<file path="src/rtl/bpc_defines.svh">
// Register indices, reset values and field positions of the battery power register bank.
// Assumes inclusion by bare name from rtl/.
`ifndef BPC_DEFINES_SVH
`define BPC_DEFINES_SVH
`define BPC_IDX_CHG_CONT 8'hd0
`define BPC_IDX_DCH_PRI 8'hd1
`define BPC_IDX_DCH_SEL 8'hd2
`define BPC_IDX_WAR_ABS 8'hd3
`define BPC_IDX_LOW_ABS 8'hd5
`define BPC_IDX_WAR_REL 8'hd7
`define BPC_IDX_LOW_REL 8'hd8
`define BPC_IDX_FULL 8'hd9
`define BPC_IDX_CUR 8'hda
`define BPC_IDX_TRIP 8'hdb
`define BPC_IDX_LED_CTL 8'he0
`define BPC_IDX_ACPI 8'he1
`define BPC_IDX_OFF_TIME 8'he2
`define BPC_IDX_POLL_ADDR 8'he3
`define BPC_IDX_HIGH_ALARM 8'he4
`define BPC_IDX_LOW_ALARM 8'he5
`define BPC_IDX_STATUS 8'hf8
`define BPC_RST_WAR_REL 8'h10
`define BPC_RST_LOW_REL 8'h06
`define BPC_RST_FULL 8'hbe
`define BPC_RST_OFF_TIME 8'h64
`define BPC_REL_MAX 8'hc8
`define BPC_PRI_SAME0 3'h6
`define BPC_PRI_SIMUL 3'h7
`define BPC_LED_KEEP 2
`define BPC_LED_BAY 1
`define BPC_LED_POW 0
`define BPC_CHARGE_READY_N_BIT 4
`define BPC_BLINK_CYCLES 24'd6250000
`define BPC_RESP_OKAY 2'h0
`define BPC_RESP_SLVERR 2'h2
`endif

</file>
<file path="src/rtl/bpc_pkg.sv">
// Types shared by the battery power register bank.
// Assumes bpc_defines.svh is on the include path.
package bpc_pkg;
    typedef struct packed {
        logic [1:0] charging;
        logic charge_ready_n;
        logic [7:0] current_code;
        logic [15:0] capacity1;
        logic [15:0] capacity2;
        logic [7:0] rel_capacity;
        logic [1:0] installed;
        logic poll_strobe;
        logic [7:0] poll_data;
    } bpc_status_t;
    typedef struct packed {
        logic trip;
        logic abs_warn;
        logic abs_low;
        logic rel_warn;
        logic rel_low;
        logic full;
        logic high_alarm;
        logic low_alarm;
    } bpc_event_t;
endpackage

</file>
<file path="src/rtl/bpc_regs.sv">
// Battery power controller register bank behind an AXI4-Lite slave.
// Assumes status inputs are synchronous to mclk_in; byte address = 4 x register index.
// Behaviour
// - Charge control reports ready-low and charging flags
// - Priority code internal only; 6 acts as 0
// - One discharge select bit per battery
// - Absolute warning threshold compared against capacity
// - Absolute low threshold detects low capacity
// - Relative thresholds capped at C8h
// - Full-charge cancel point ends charging
// - Cancel point survives S4/S5 sleep
// - Charging current code read-only to host
// - Trip zero clears; all below flags trip
// - Read-only write readable until refresh
// - Keep bit preserves registers at power-off
// - Bay enable drives per-bay discharge LEDs
// - Power enable blinks LED when installed
// - Mode bit: ACPI one, legacy zero
// - Override timer code zero is reserved
// - Poll address zero disables polling
// - Signed high alarm on greater-or-equal
// - Signed low alarm on less-or-equal
`include "bpc_defines.svh"
module bpc_regs #(
    parameter logic [23:0] BLINK_CYCLES = `BPC_BLINK_CYCLES
) (
    // Clock and reset
    input wire logic mclk_in,
    input wire logic rst_n_in,
    input wire logic clk_en_in,
    // Power state
    input wire logic sys_power_off_in,
    input wire logic sleep_s4s5_in,
    input wire logic trip_event_en_in,
    // Internal controller side
    input wire bpc_pkg::bpc_status_t status_in,
    input wire logic pri_wr_in,
    input wire logic [2:0] pri_data_in,
    // AXI4-Lite write
    input wire logic [9:0] s_awaddr_in,
    input wire logic s_awvalid_in,
    output logic s_awready_out,
    input wire logic [31:0] s_wdata_in,
    input wire logic [3:0] s_wstrb_in,
    input wire logic s_wvalid_in,
    output logic s_wready_out,
    output logic [1:0] s_bresp_out,
    output logic s_bvalid_out,
    input wire logic s_bready_in,
    // AXI4-Lite read
    input wire logic [9:0] s_araddr_in,
    input wire logic s_arvalid_in,
    output logic s_arready_out,
    output logic [31:0] s_rdata_out,
    output logic [1:0] s_rresp_out,
    output logic s_rvalid_out,
    input wire logic s_rready_in,
    // Block outputs
    output logic [1:0] discharge_sel_out,
    output logic [2:0] discharge_order_out,
    output logic [1:0] bay_indicator_n_out,
    output logic power_indicator_out,
    output logic os_acpi_select_out,
    output logic poll_enable_out,
    output logic [6:0] poll_slave_addr_out,
    output logic [7:0] off_time_out,
    output logic charge_stop_out,
    output bpc_pkg::bpc_event_t events_out
);
    import bpc_pkg::*;

    logic [1:0] charge_ctl;
    logic [2:0] dch_pri;
    logic [1:0] dch_sel;
    logic [15:0] war_abs;
    logic [15:0] low_abs;
    logic [7:0] war_rel;
    logic [7:0] low_rel;
    logic [7:0] full_pt;
    logic [7:0] cur_shadow;
    logic [7:0] cur_last;
    logic [15:0] trip_pt;
    logic [2:0] led_ctl;
    logic os_acpi_select;
    logic [7:0] off_time;
    logic [7:0] poll_addr;
    logic [7:0] high_alarm;
    logic [7:0] low_alarm;
    logic [23:0] blink_cnt;
    logic blink;

    // Write channel: address and data captured independently
    logic aw_held;
    logic w_held;
    logic [7:0] aw_idx;
    logic [31:0] w_data;
    logic [3:0] w_strb;
    logic aw_take;
    logic w_take;
    logic do_write;
    logic [7:0] wb;
    logic wb0;
    logic wb1;
    assign aw_take = s_awvalid_in && s_awready_out;
    assign w_take = s_wvalid_in && s_wready_out;
    assign do_write = aw_held && w_held && !s_bvalid_out && clk_en_in;
    assign wb = w_data[7:0];
    assign wb0 = w_strb[0];
    assign wb1 = w_strb[1];

    // Clear-on-power-off unless kept by the keep bit
    logic wipe;
    assign wipe = sys_power_off_in && !led_ctl[`BPC_LED_KEEP];

    // Write decode
    logic wr_chg;
    logic wr_sel;
    logic wr_war_abs;
    logic wr_low_abs;
    logic wr_war_rel;
    logic wr_low_rel;
    logic wr_full;
    logic wr_cur;
    logic wr_trip;
    logic wr_led;
    logic wr_acpi;
    logic wr_off;
    logic wr_paddr;
    logic wr_high;
    logic wr_low;
    assign wr_chg = do_write && wb0 && aw_idx == `BPC_IDX_CHG_CONT;
    assign wr_sel = do_write && wb0 && aw_idx == `BPC_IDX_DCH_SEL;
    assign wr_war_abs = do_write && aw_idx == `BPC_IDX_WAR_ABS;
    assign wr_low_abs = do_write && aw_idx == `BPC_IDX_LOW_ABS;
    assign wr_war_rel = do_write && wb0 && aw_idx == `BPC_IDX_WAR_REL && wb <= `BPC_REL_MAX;
    assign wr_low_rel = do_write && wb0 && aw_idx == `BPC_IDX_LOW_REL && wb <= `BPC_REL_MAX;
    assign wr_full = do_write && wb0 && aw_idx == `BPC_IDX_FULL && wb <= `BPC_REL_MAX;
    assign wr_cur = do_write && wb0 && aw_idx == `BPC_IDX_CUR;
    assign wr_trip = do_write && aw_idx == `BPC_IDX_TRIP;
    assign wr_led = do_write && wb0 && aw_idx == `BPC_IDX_LED_CTL;
    assign wr_acpi = do_write && wb0 && aw_idx == `BPC_IDX_ACPI;
    assign wr_off = do_write && wb0 && aw_idx == `BPC_IDX_OFF_TIME && wb != 8'h00;
    assign wr_paddr = do_write && wb0 && aw_idx == `BPC_IDX_POLL_ADDR;
    assign wr_high = do_write && wb0 && aw_idx == `BPC_IDX_HIGH_ALARM;
    assign wr_low = do_write && wb0 && aw_idx == `BPC_IDX_LOW_ALARM;

    always_ff @(posedge mclk_in or negedge rst_n_in)
    begin
        if (!rst_n_in)
        begin
            aw_held <= 1'b0;
            w_held <= 1'b0;
            aw_idx <= 8'h00;
            w_data <= 32'h0000_0000;
            w_strb <= 4'h0;
            s_bvalid_out <= 1'b0;
            s_awready_out <= 1'b1;
            s_wready_out <= 1'b1;
        end
        else if (clk_en_in)
        begin
            if (aw_take)
            begin
                aw_held <= 1'b1;
                s_awready_out <= 1'b0;
                aw_idx <= s_awaddr_in[9:2];
            end
            if (w_take)
            begin
                w_held <= 1'b1;
                s_wready_out <= 1'b0;
                w_data <= s_wdata_in;
                w_strb <= s_wstrb_in;
            end
            // Ready flops hold the inverse of the held flags so each output leaves a flip-flop
            if (do_write)
            begin
                aw_held <= 1'b0;
                w_held <= 1'b0;
                s_awready_out <= 1'b1;
                s_wready_out <= 1'b1;
                s_bvalid_out <= 1'b1;
            end
            else if (s_bvalid_out && s_bready_in)
                s_bvalid_out <= 1'b0;
        end
    end
    assign s_bresp_out = `BPC_RESP_OKAY;

    // 16-bit registers take both low byte lanes
    function automatic logic [15:0] merge16(input logic [15:0] old, input logic [31:0] d, input logic [3:0] s);
        merge16 = {s[1] ? d[15:8] : old[15:8], s[0] ? d[7:0] : old[7:0]};
    endfunction

    always_ff @(posedge mclk_in or negedge rst_n_in)
    begin
        if (!rst_n_in)
        begin
            charge_ctl <= 2'h0;
            dch_sel <= 2'h0;
            war_abs <= 16'h0000;
            low_abs <= 16'h0000;
            war_rel <= `BPC_RST_WAR_REL;
            low_rel <= `BPC_RST_LOW_REL;
            trip_pt <= 16'h0000;
            os_acpi_select <= 1'b0;
            off_time <= `BPC_RST_OFF_TIME;
            poll_addr <= 8'h00;
            high_alarm <= 8'h00;
            low_alarm <= 8'h00;
        end
        else if (clk_en_in)
        begin
            if (wipe)
            begin
                charge_ctl <= 2'h0;
                dch_sel <= 2'h0;
                war_abs <= 16'h0000;
                low_abs <= 16'h0000;
                war_rel <= `BPC_RST_WAR_REL;
                low_rel <= `BPC_RST_LOW_REL;
                trip_pt <= 16'h0000;
                os_acpi_select <= 1'b0;
                off_time <= `BPC_RST_OFF_TIME;
                poll_addr <= 8'h00;
                high_alarm <= 8'h00;
                low_alarm <= 8'h00;
            end
            else
            begin
                if (wr_chg)
                    charge_ctl <= wb[1:0];
                if (wr_sel)
                    dch_sel <= wb[1:0];
                if (wr_war_abs)
                    war_abs <= merge16(war_abs, w_data, w_strb);
                if (wr_low_abs)
                    low_abs <= merge16(low_abs, w_data, w_strb);
                if (wr_war_rel)
                    war_rel <= wb;
                if (wr_low_rel)
                    low_rel <= wb;
                if (wr_trip)
                    trip_pt <= merge16(trip_pt, w_data, w_strb);
                if (wr_acpi)
                    os_acpi_select <= wb[0];
                if (wr_off)
                    off_time <= wb;
                if (wr_paddr)
                    poll_addr <= {1'b0, wb[6:0]};
                if (wr_high)
                    high_alarm <= wb;
                if (wr_low)
                    low_alarm <= wb;
            end
        end
    end

    // Cancel point and keep control are never wiped by power state
    always_ff @(posedge mclk_in or negedge rst_n_in)
    begin
        if (!rst_n_in)
        begin
            full_pt <= `BPC_RST_FULL;
            led_ctl <= 3'h0;
            dch_pri <= 3'h0;
        end
        else if (clk_en_in)
        begin
            if (wr_full)
                full_pt <= wb;
            if (wr_led)
                led_ctl <= wb[2:0];
            if (pri_wr_in)
                dch_pri <= pri_data_in;
        end
    end

    // Host write shows until the controller refreshes the current code
    logic cur_refresh;
    assign cur_refresh = status_in.current_code != cur_last;
    always_ff @(posedge mclk_in or negedge rst_n_in)
    begin
        if (!rst_n_in)
        begin
            cur_shadow <= 8'h00;
            cur_last <= 8'h00;
        end
        else if (clk_en_in)
        begin
            cur_last <= status_in.current_code;
            if (cur_refresh)
                cur_shadow <= status_in.current_code;
            else if (wr_cur)
                cur_shadow <= wb;
        end
    end

    // Read channel
    logic [7:0] ar_idx;
    logic [15:0] rd_val;
    logic [7:0] charge_rd;
    logic [7:0] status_rd;
    assign ar_idx = s_araddr_in[9:2];
    assign charge_rd = {3'h0, status_in.charge_ready_n, 2'h0, status_in.charging};
    assign status_rd = {events_out.trip, events_out.abs_warn, events_out.abs_low, events_out.rel_warn,
        events_out.rel_low, events_out.full, events_out.high_alarm, events_out.low_alarm};
    always_comb
    begin
        unique case (ar_idx)
            `BPC_IDX_CHG_CONT: rd_val = {8'h00, charge_rd};
            `BPC_IDX_DCH_PRI: rd_val = {13'h0000, dch_pri};
            `BPC_IDX_DCH_SEL: rd_val = {14'h0000, dch_sel};
            `BPC_IDX_WAR_ABS: rd_val = war_abs;
            `BPC_IDX_LOW_ABS: rd_val = low_abs;
            `BPC_IDX_WAR_REL: rd_val = {8'h00, war_rel};
            `BPC_IDX_LOW_REL: rd_val = {8'h00, low_rel};
            `BPC_IDX_FULL: rd_val = {8'h00, full_pt};
            `BPC_IDX_CUR: rd_val = {8'h00, cur_shadow};
            `BPC_IDX_TRIP: rd_val = trip_pt;
            `BPC_IDX_LED_CTL: rd_val = {13'h0000, led_ctl};
            `BPC_IDX_ACPI: rd_val = {15'h0000, os_acpi_select};
            `BPC_IDX_OFF_TIME: rd_val = {8'h00, off_time};
            `BPC_IDX_POLL_ADDR: rd_val = {8'h00, poll_addr};
            `BPC_IDX_HIGH_ALARM: rd_val = {8'h00, high_alarm};
            `BPC_IDX_LOW_ALARM: rd_val = {8'h00, low_alarm};
            `BPC_IDX_STATUS: rd_val = {8'h00, status_rd};
            default: rd_val = 16'h0000;
        endcase
    end
    always_ff @(posedge mclk_in or negedge rst_n_in)
    begin
        if (!rst_n_in)
        begin
            s_rvalid_out <= 1'b0;
            s_rdata_out <= 32'h0000_0000;
            s_arready_out <= 1'b1;
        end
        else if (clk_en_in)
        begin
            if (s_arvalid_in && s_arready_out)
            begin
                s_rvalid_out <= 1'b1;
                s_arready_out <= 1'b0;
                s_rdata_out <= {16'h0000, rd_val};
            end
            else if (s_rvalid_out && s_rready_in)
            begin
                s_rvalid_out <= 1'b0;
                s_arready_out <= 1'b1;
            end
        end
    end
    assign s_rresp_out = `BPC_RESP_OKAY;

    // Threshold comparisons
    bpc_event_t next_events;
    logic trip_armed;
    assign trip_armed = trip_pt != 16'h0000 && trip_event_en_in;
    always_comb
    begin
        next_events.trip = trip_armed && status_in.capacity1 < trip_pt && status_in.capacity2 < trip_pt;
        next_events.abs_warn = status_in.capacity1 <= war_abs;
        next_events.abs_low = status_in.capacity1 <= low_abs;
        next_events.rel_warn = status_in.rel_capacity <= war_rel;
        next_events.rel_low = status_in.rel_capacity <= low_rel;
        next_events.full = status_in.rel_capacity >= full_pt;
        next_events.high_alarm = poll_enable_out && status_in.poll_strobe
            && $signed(status_in.poll_data) >= $signed(high_alarm);
        next_events.low_alarm = poll_enable_out && status_in.poll_strobe
            && $signed(status_in.poll_data) <= $signed(low_alarm);
    end

    // Blink timer for the power LED
    always_ff @(posedge mclk_in or negedge rst_n_in)
    begin
        if (!rst_n_in)
        begin
            blink_cnt <= 24'h000000;
            blink <= 1'b0;
        end
        else if (clk_en_in)
        begin
            if (blink_cnt >= BLINK_CYCLES - 24'h000001)
            begin
                blink_cnt <= 24'h000000;
                blink <= !blink;
            end
            else
                blink_cnt <= blink_cnt + 24'h000001;
        end
    end

    // Registered block outputs
    always_ff @(posedge mclk_in or negedge rst_n_in)
    begin
        if (!rst_n_in)
        begin
            discharge_sel_out <= 2'h0;
            discharge_order_out <= 3'h0;
            bay_indicator_n_out <= 2'h3;
            power_indicator_out <= 1'b0;
            os_acpi_select_out <= 1'b0;
            poll_enable_out <= 1'b0;
            poll_slave_addr_out <= 7'h00;
            off_time_out <= `BPC_RST_OFF_TIME;
            charge_stop_out <= 1'b0;
            events_out <= '0;
        end
        else if (clk_en_in)
        begin
            discharge_sel_out <= dch_sel;
            discharge_order_out <= (dch_pri == `BPC_PRI_SAME0) ? 3'h0 : dch_pri;
            bay_indicator_n_out <= led_ctl[`BPC_LED_BAY] ? ~dch_sel : 2'h3;
            power_indicator_out <= led_ctl[`BPC_LED_POW] && (|status_in.installed) && blink;
            os_acpi_select_out <= os_acpi_select;
            poll_enable_out <= poll_addr[6:0] != 7'h00;
            poll_slave_addr_out <= poll_addr[6:0];
            off_time_out <= off_time;
            charge_stop_out <= next_events.full;
            events_out <= next_events;
        end
    end

    a_poll_disable: assert property (@(posedge mclk_in) disable iff (!rst_n_in)
        clk_en_in && poll_addr == 8'h00 |=> !poll_enable_out)
        else $error("poll enabled with zero address");
    a_rel_cap: assert property (@(posedge mclk_in) disable iff (!rst_n_in)
        war_rel <= `BPC_REL_MAX && low_rel <= `BPC_REL_MAX)
        else $error("relative threshold above max");
    a_off_nonzero: assert property (@(posedge mclk_in) disable iff (!rst_n_in)
        off_time != 8'h00)
        else $error("override timer zero");
    a_trip_zero: assert property (@(posedge mclk_in) disable iff (!rst_n_in)
        clk_en_in && trip_pt == 16'h0000 |=> !events_out.trip)
        else $error("trip flagged with cleared point");
    a_bay_off: assert property (@(posedge mclk_in) disable iff (!rst_n_in)
        clk_en_in && !led_ctl[`BPC_LED_BAY] |=> bay_indicator_n_out == 2'h3)
        else $error("bay leds lit while disabled");
    a_full_kept: assert property (@(posedge mclk_in) disable iff (!rst_n_in)
        !wr_full |=> $stable(full_pt))
        else $error("cancel point changed without write");
    a_pri_map: assert property (@(posedge mclk_in) disable iff (!rst_n_in)
        clk_en_in && dch_pri == `BPC_PRI_SAME0 |=> discharge_order_out == 3'h0)
        else $error("priority six not mapped to zero");
    a_keep_regs: assert property (@(posedge mclk_in) disable iff (!rst_n_in)
        clk_en_in && sys_power_off_in && led_ctl[`BPC_LED_KEEP] && !do_write |=> $stable(war_abs))
        else $error("register wiped while keep set");
    a_blink_off: assert property (@(posedge mclk_in) disable iff (!rst_n_in)
        clk_en_in && status_in.installed == 2'h0 |=> !power_indicator_out)
        else $error("power led on with no battery");
    a_cur_refresh: assert property (@(posedge mclk_in) disable iff (!rst_n_in)
        clk_en_in && cur_refresh |=> cur_shadow == $past(status_in.current_code))
        else $error("current code not refreshed");
endmodule

</file>
<file path="config.mk">
export PLATFORM = sky130hd
export DESIGN_NAME = bpc_regs
export DESIGN_NICKNAME = d
export VERILOG_FILES = /design/src/rtl/bpc_pkg.sv /design/src/rtl/bpc_regs.sv
export VERILOG_INCLUDE_DIRS = /design/src /design/src/rtl
export SDC_FILE = /design/constraint.sdc
export NUM_CORES = 1
export LEC_CHECK = 0
export BUFFER_PORTS_ARGS = -buffer_cell sky130_fd_sc_hd__buf_4
export CAP_MARGIN = 20
export CORE_MARGIN = 3
export CORE_UTILIZATION = 45
export CTS_CLUSTER_DIAMETER = 30
export CTS_CLUSTER_SIZE = 16
export DETAILED_ROUTE_END_ITERATION = 16
export PLACE_DENSITY_LB_ADDON = 0.15
export SETUP_SLACK_MARGIN = 0.3
export SYNTH_ARGS = -nofsm -noshare
export SYNTH_HDL_FRONTEND = slang
export SYNTH_SLANG_ARGS = --single-unit
</file>
<file path="constraint.sdc">
create_clock -name mclk_in -period 2.9 [get_ports mclk_in]
set_input_delay 0.725 -clock mclk_in [delete_from_list [all_inputs] [get_ports mclk_in]]
set_output_delay 0.725 -clock mclk_in [all_outputs]
set_load 0.02 [all_outputs]
</file>
==> impl_metrics.py, run 1 <==
metrics = {
    "run_status": {
        "outcome": "complete, no violations",
    },
    "synth": {
        "synth_adder_area_share_pct": 9.61,
        "synth_enable_flop_cells": 0,
        "synth_flop_cell": "dfrtp_1",
        "yosysTopAreaCellShare_pct": 40.1,
        "synth_cell_types": 74,
        "async_reset_ff_share_pct": 100,
        "synthMuxAreaShare_pct": 11.2,
        "synthCells": 1329,
        "syn-cell-area_um2": 13400,
        "synth_compound_area_share_pct": 14.1,
        "yosysWarnings": 0,
        "ys_ff_latch": 235,
        "synthMostInstantiatedCell": "dfrtp_1",
        "yosysTopAreaCell": "dfrtp_1",
        "synth-simple-area-share_pct": 13.6,
        "seq_area_frac_synth_pct": 44.0,
        "synthXorXnorAreaFrac_pct": 1.76,
        "syn_avg_cell_area_um2": 10.1,
        "synth_top_family_by_area": "compound AO/OA/AOI/OAI gates",
        "synthTopCellsByArea": "dfrtp_1 40%, ha_1 9.6%, mux2_2 7.4%",
        "ys_top_cells_by_count": "215 x dfrtp_1, 129 x nand2_1, 103 x ha_1, 103 x inv_1, 88 x mux2_2",
    },
    "timing": {
        "setup_viol": 0,
        "skew_ns": 0.0230,
        "slew_violations": 0,
        "fin_crit_ns": 2.43,
        "fmaxAchievable_ghz": 0.412,
        "post-route-period-util_pct": 83.6,
        "slew_headroom_pct": 52.1,
        "setup_tns_ns": 0,
        "tightest_slew_ns": 0.719,
        "hold_viol_final": 0,
        "rsz0062_at_grt": "false",
    },
    "floorplanning": {
        "core_area_um2": 29000,
        "die_w_um": 179,
        "dieHeight_um": 179,
        "core.rowCount": 62,
        "start_util_pct": 46.2,
        "ios": 208,
        "die_area_um2": 31900,
    },
    "worst_setup_path": {
        "max_stage_delay_ns": 0.48,
        "worstSetupEndpointType": "flop",
        "crit_buf_inv": 0,
        "critPathTopFamily": "simple AND/OR/NAND/NOR gates",
        "critPathKind": "flop to flop",
        "ff2ff_path_depth": 5,
        "arrival_ns": 2.85,
        "critical_path_peak_fanout": 14,
        "crit_required_ns": 3.33,
        "r2r_start": "s_bvalid_out",
        "reg2reg_to": "low_abs[2]",
        "reg2reg_slack_ns": 0.47,
        "slowest_stage": "and4b_1",
        "crit_chain": "and4b_1 -> nand4_1 -> o21ai_0 -> nand2_1 -> mux2_2",
        "start_kind": "flop",
    },
    "routing": {
        "drcViolationCount": 0,
        "wirelength_um": 41400,
        "via_count": 11000,
        "dr.pass1.iters": 5,
        "ant_nets": 0,
        "vias_per_cell": 5.57,
        "drt_iter0_drc": 862,
        "wire_per_inst_um": 21.0,
    },
    "global_routing": {
        "grt_remaining_overflow": 0,
        "grtUsageTotal_pct": 26.1,
        "antenna_found_initial": 0,
        "grt_pass1_vias": 10900,
        "grt_max_degree": 70,
        "grt_pass1_wl_um": 63500,
    },
    "power": {
        "p_leak_nw": 8.08,
        "powerDensity_nw_per_um2": 843,
        "ir_drop_mv": 0.615,
    },
    "layout": {
        "area_growth_pct": 28.2,
        "final_nets": 1773,
        "final_layout_size_suffix_gt1_share_pct": 27.0,
        "finalCoreUtilization_pct": 59.3,
        "antenna_cells": 0,
        "stdcell_count": 1967,
    },
    "clock_tree": {
        "cts_root_buffer": "clkbuf_16",
        "holdBufCountCts": 0,
        "clockBufferDepth": 3,
        "cts-htree-levels": 2,
        "clock_sinks": 235,
        "clock_latency_ns": 0.56,
        "clk_pin_slew_ns": 0.05,
        "cts_tree": "built",
        "cts_buffers": 56,
        "post_cts_buffers": 0,
        "cts.repair.resized": 0,
    },
    "place": {
        "gp_congestion": 0.963,
        "port_buffers": 164,
        "dp.final_hpwl_um": 31200,
        "placed_cells": 1863,
    },
    "worst_hold_path": {
        "hold_path.class": "input pin to asynchronous set/reset pin",
    },
    "flow_run": {
        "maxCapViolCount": 0,
    },
}
-- how the worst max path moves through the flow --
stage | startpoint | to | slack, ns | depth (start not counted)
after floorplan | s_araddr_in[6] | s_rdata_out[10] | 0.66 | 7
after global placement | clk_en_in | low_abs[2] | 0.21 | 6
after detailed placement | clk_en_in | low_abs[2] | 0.14 | 6
after CTS | s_bvalid_out | low_abs[2] | 0.49 | 5
after global routing | s_bvalid_out | war_abs[1] | 0.32 | 5
final | s_bvalid_out | low_abs[2] | 0.47 | 5
-- metrics by stage --
step	hold slack (ns)	area (µm²)	power [mW]	setup slack (ns)
2_1_floorplan	0.429	13500	6.61	0.661
3_3_place_gp	0.462	15200	7.85	0.206
3_5_place_dp	0.464	15200	7.96	0.142
4_1_cts	0.145	17200	14.6	0.487
5_1_grt	0.166	17200	15.2	0.316
6_report	0.136	17200	14.5	0.475
-- layout by cell type (no fill, tap or decap), types with 8 or more instances in the layout --
cell,count
and2_1,8
bufinv_16,9
xor2_1,24
mux2_2,88
clkinvlp_4,9
nand4_1,32
nor2_1,49
dfstp_2,20
clkbuf_1,10
a21o_1,26
buf_4,200
ha_1,103
o22ai_1,9
dfrtp_1,215
a22oi_1,12
clkbuf_8,9
a22o_1,12
mux2i_1,36
inv_1,103
nand3_1,34
and3_1,13
a31oi_1,10
o21ai_0,87
o21ai_1,25
conb_1,20
nand2_1,129
clkbuf_16,57
nor2b_1,15
nand2b_1,13
a211oi_1,11
nor3_1,14
a21oi_1,55
nor4_1,12
-- report_power, final --
part / switching (mW) / internal, mW / leakage (nW)
logic: 1.64 / 1.38 / 4.12
clock network: 1.94 / 4.61 / 0.955
registers: 0.860 / 4.07 / 3.01
total: 4.44 / 10.1 / 8.08
-- registers in the layout (all words and copies together), names as in the netlist, 16 cells and up --
| register | cells |
|---|---|
| s_rdata_out | 16 |
| war_abs | 16 |
| trip_pt | 16 |
| blink_cnt | 24 |
| low_abs | 16 |
| w_data | 16 |
-- cell type report --
class | instances | area [µm²]
fillers | 2513 | 11800
multi-input cells | 937 | 6830
flip-flops and latches | 235 | 5910
clock buffers | 76 | 1590
repair buffers | 204 | 1580
well taps | 384 | 480
clock inverters | 28 | 428
inverters | 103 | 387
-- metal layers --
layer | vias to the layer above | share of wire, % | track usage (%)
li1 | 5189 | - | -
met1 | 5330 | 46 | 37.6
met2 | 380 | 45 | 39.7
met3 | 67 | 6.9 | 5.13
met4 | 0 | 2.3 | 8.05
met5 | - | 0 | 0
-- logic make-up after synthesis --
kind of cell / Yosys count
flip-flops: 235
other: 1
multiplexers: 135
XOR/XNOR: 27
AO/OA/AOI/OAI: 297
adder cells (fa/ha/maj): 103
buffers and inverters: 176
AND/OR/NAND/NOR: 355
(Power assumes the default switching activity.)
==> run 2, diff against run 1 <==
Clock period 2.9 ns to 2.1 ns, I/O delays scaled along.
==> run 2 against run 1 <==
Against the previous run: the run now ends with negative setup slack left; flip-flop and latch count did not move; core utilization rose by 8.0 points; setup slack got worse by 0.49 ns; global-route usage rose by 1.3 points; sequential power rose by 36%; non-clock buffer count rose by 133; critical endpoint is now off_time[4]; largest cell class unchanged; highest routed layer unchanged.
==> impl_metrics.py, run 2 (synthesis gave the netlist of run 1 again) <==
metrics = {
    "worst_setup_path": {
        "critical_path_peak_fanout": 6,
        "critPathKind": "flop to flop",
        "max_stage_delay_ns": 0.43,
        "critPathTopFamily": "simple AND/OR/NAND/NOR gates",
        "crit_chain": "or2_1 -> or4_4 -> nor4_4 -> nor3_2 -> buf_4 -> o21ai_4 -> mux2_4",
        "slowest_stage": "or4_4",
        "arrival_ns": 2.55,
        "crit_buf_inv": 1,
        "start_kind": "flop",
        "crit_required_ns": 2.54,
        "worstSetupEndpointType": "flop",
    },
    "floorplanning": {
        "start_util_pct": 46.2,
        "dieHeight_um": 179,
        "ios": 208,
        "die_area_um2": 31900,
        "core_area_um2": 29000,
        "core.rowCount": 62,
        "die_w_um": 179,
    },
    "clock_tree": {
        "cts-htree-levels": 2,
        "clock_latency_ns": 0.57,
        "cts_root_buffer": "clkbuf_16",
        "cts_tree": "built",
        "clockBufferDepth": 3,
        "clk_pin_slew_ns": 0.04,
        "clock_sinks": 235,
        "cts_buffers": 56,
    },
    "timing": {
        "setup_viol": 4,
        "hold_viol_final": 0,
        "fin_ws_ns": -0.0155,
        "fin_crit_ns": 2.12,
        "post-route-period-util_pct": 101,
        "tightest_slew_ns": 0.594,
        "rsz0062_at_grt": "true",
        "hold_ws_ns": 0.189,
        "skew_ns": 0.0291,
        "slew_violations": 0,
        "slew_headroom_pct": 60.3,
        "fmaxAchievable_ghz": 0.473,
    },
    "layout": {
        "max_flop_register": "blink_cnt",
        "fill_cells": 2232,
        "final_layout_size_suffix_gt1_share_pct": 42.8,
        "layout_common_cells": "297 x buf_4, 206 x dfrtp_1, 99 x inv_1",
        "multi_input_area_um2": 7930,
        "mostFrequentLayoutCell": "buf_4",
        "final_nets": 1909,
        "fin_area_um2": 19500,
        "area_growth_pct": 45.5,
        "largest_reg_flops": 24,
        "antenna_cells": 0,
        "regArea_um2": 5920,
    },
    "power": {
        "powerDensity_nw_per_um2": 1090,
        "power.switching_mw": 6.71,
        "p_leak_nw": 9.08,
        "p_clk_share_pct": 42.2,
        "p_sw_share_pct": 31.5,
        "ir_drop_mv": 0.771,
        "intPower_mw": 14.6,
        "comb_power_share_pct": 26.3,
        "pwr-share-seq_pct": 31.5,
    },
    "routing": {
        "ant_nets": 0,
        "drt_iter0_drc": 838,
        "wirelength_um": 44800,
        "vias_per_cell": 5.63,
        "wire_per_inst_um": 21.3,
        "dr.pass1.iters": 5,
        "drcViolationCount": 0,
        "via_count": 11800,
    },
    "global_routing": {
        "grt_remaining_overflow": 0,
        "grt_pass1_wl_um": 66800,
        "grt_max_degree": 62,
        "antenna_found_initial": 1,
        "grtUsageTotal_pct": 27.3,
        "grt_pass1_vias": 11600,
    },
    "place": {
        "dp.final_hpwl_um": 33000,
        "port_buffers": 164,
        "gp_congestion": 0.947,
        "placed_area_um2": 16100,
    },
    "worst_hold_path": {
        "hold_path.class": "input pin to flop",
    },
    "run_status": {
        "outcome": "complete, but fails checks",
        "failed_checks": "negative setup slack",
    },
    "flow_run": {
        "maxCapViolCount": 0,
    },
}
==> run 2: changes by cell type in the layout (fill, tap and decap cells not counted), moves of 17 or more <==
cell | previous run | this run
o21ai_0 | 87 | 28
o21ai_1 | 25 | 60
nand2_2 | 0 | 32
nand2_1 | 129 | 87
mux2_2 | 88 | 71
mux2_4 | 4 | 27
nor2_1 | 49 | 31
buf_6 | 0 | 24
nor2_4 | 0 | 18
buf_4 | 200 | 297
==> run 2: through the flow <==
step | total power [mW] | TNS [ns] | worst slack [ns] | instances | util (%)
floorplan | 9.22 | 0 | 0.0777 | 1348 | -
global placement | 11.3 | -0.829 | -0.280 | 1956 | 55.5
detailed placement | 11.4 | -1.14 | -0.247 | 1956 | 55.5
CTS | 20.9 | -0.0175 | -0.0111 | 2079 | 64.0
global route | 22.3 | -0.392 | -0.0761 | 2103 | 67.3
finish | 21.3 | -0.0529 | -0.0155 | 2103 | 67.3
==> run 2: routing by layer <==
| metal | track usage (%) | up-vias | share of wire [%] |
|---|---|---|---|
| met4 | 6.95 | 0 | 1.9 |
| met3 | 5.68 | 69 | 7.6 |
| met1 | 37.7 | 5874 | 43 |
| li1 | - | 5467 | - |
| met5 | 0 | - | 0 |
| met2 | 44.1 | 435 | 47 |
==> run 2: layout make-up <==
| cell class | instances | area share (%) |
|---|---|---|
| clock inverters | 30 | 2.05 |
| flip-flops and latches | 235 | 30.3 |
| clock buffers | 74 | 8.20 |
| inverters | 103 | 2.05 |
| multi-input cells | 940 | 40.6 |
| well taps | 384 | 2.46 |
| repair buffers | 337 | 14.3 |
==> run 2: power by group through the flow <==
stage | clock, mW | combinational [mW] | sequential, mW
after floorplan | 0 | 2.72 | 6.50
after global placement | 0 | 4.62 | 6.65
after detailed placement | 0 | 4.76 | 6.67
after CTS | 9.09 | 5.13 | 6.64
after global routing | 9.37 | 6.12 | 6.81
final | 9.00 | 5.59 | 6.71
==> run 2: path summary, 6_finish.rpt <==
kind	start	endpoint	slack [ns]	cells past startpoint
setup reg to reg	w_data[5]	off_time[4]	-0.02	7
max in group asynchronous	rst_n_in	s_wready_out	0.94	3
setup / recovery	w_data[5]	off_time[4]	-0.02	7
min in group asynchronous	rst_n_in	war_rel[6]	0.45	2
hold / removal	s_wdata_in[11]	w_data[11]	0.19	2
hold reg to reg	blink	blink	0.46	1
==> run 2: timing repair <==
action                                 in CTS  in global routing
endpoints found under the hold margin      28                  0
gates resized for setup                    83                222
pin swaps                                  21                 78
cloned                                      3                  5
setup endpoints to repair                 143                137
hold buffers                                1                  0
buffers inserted                           15                 19
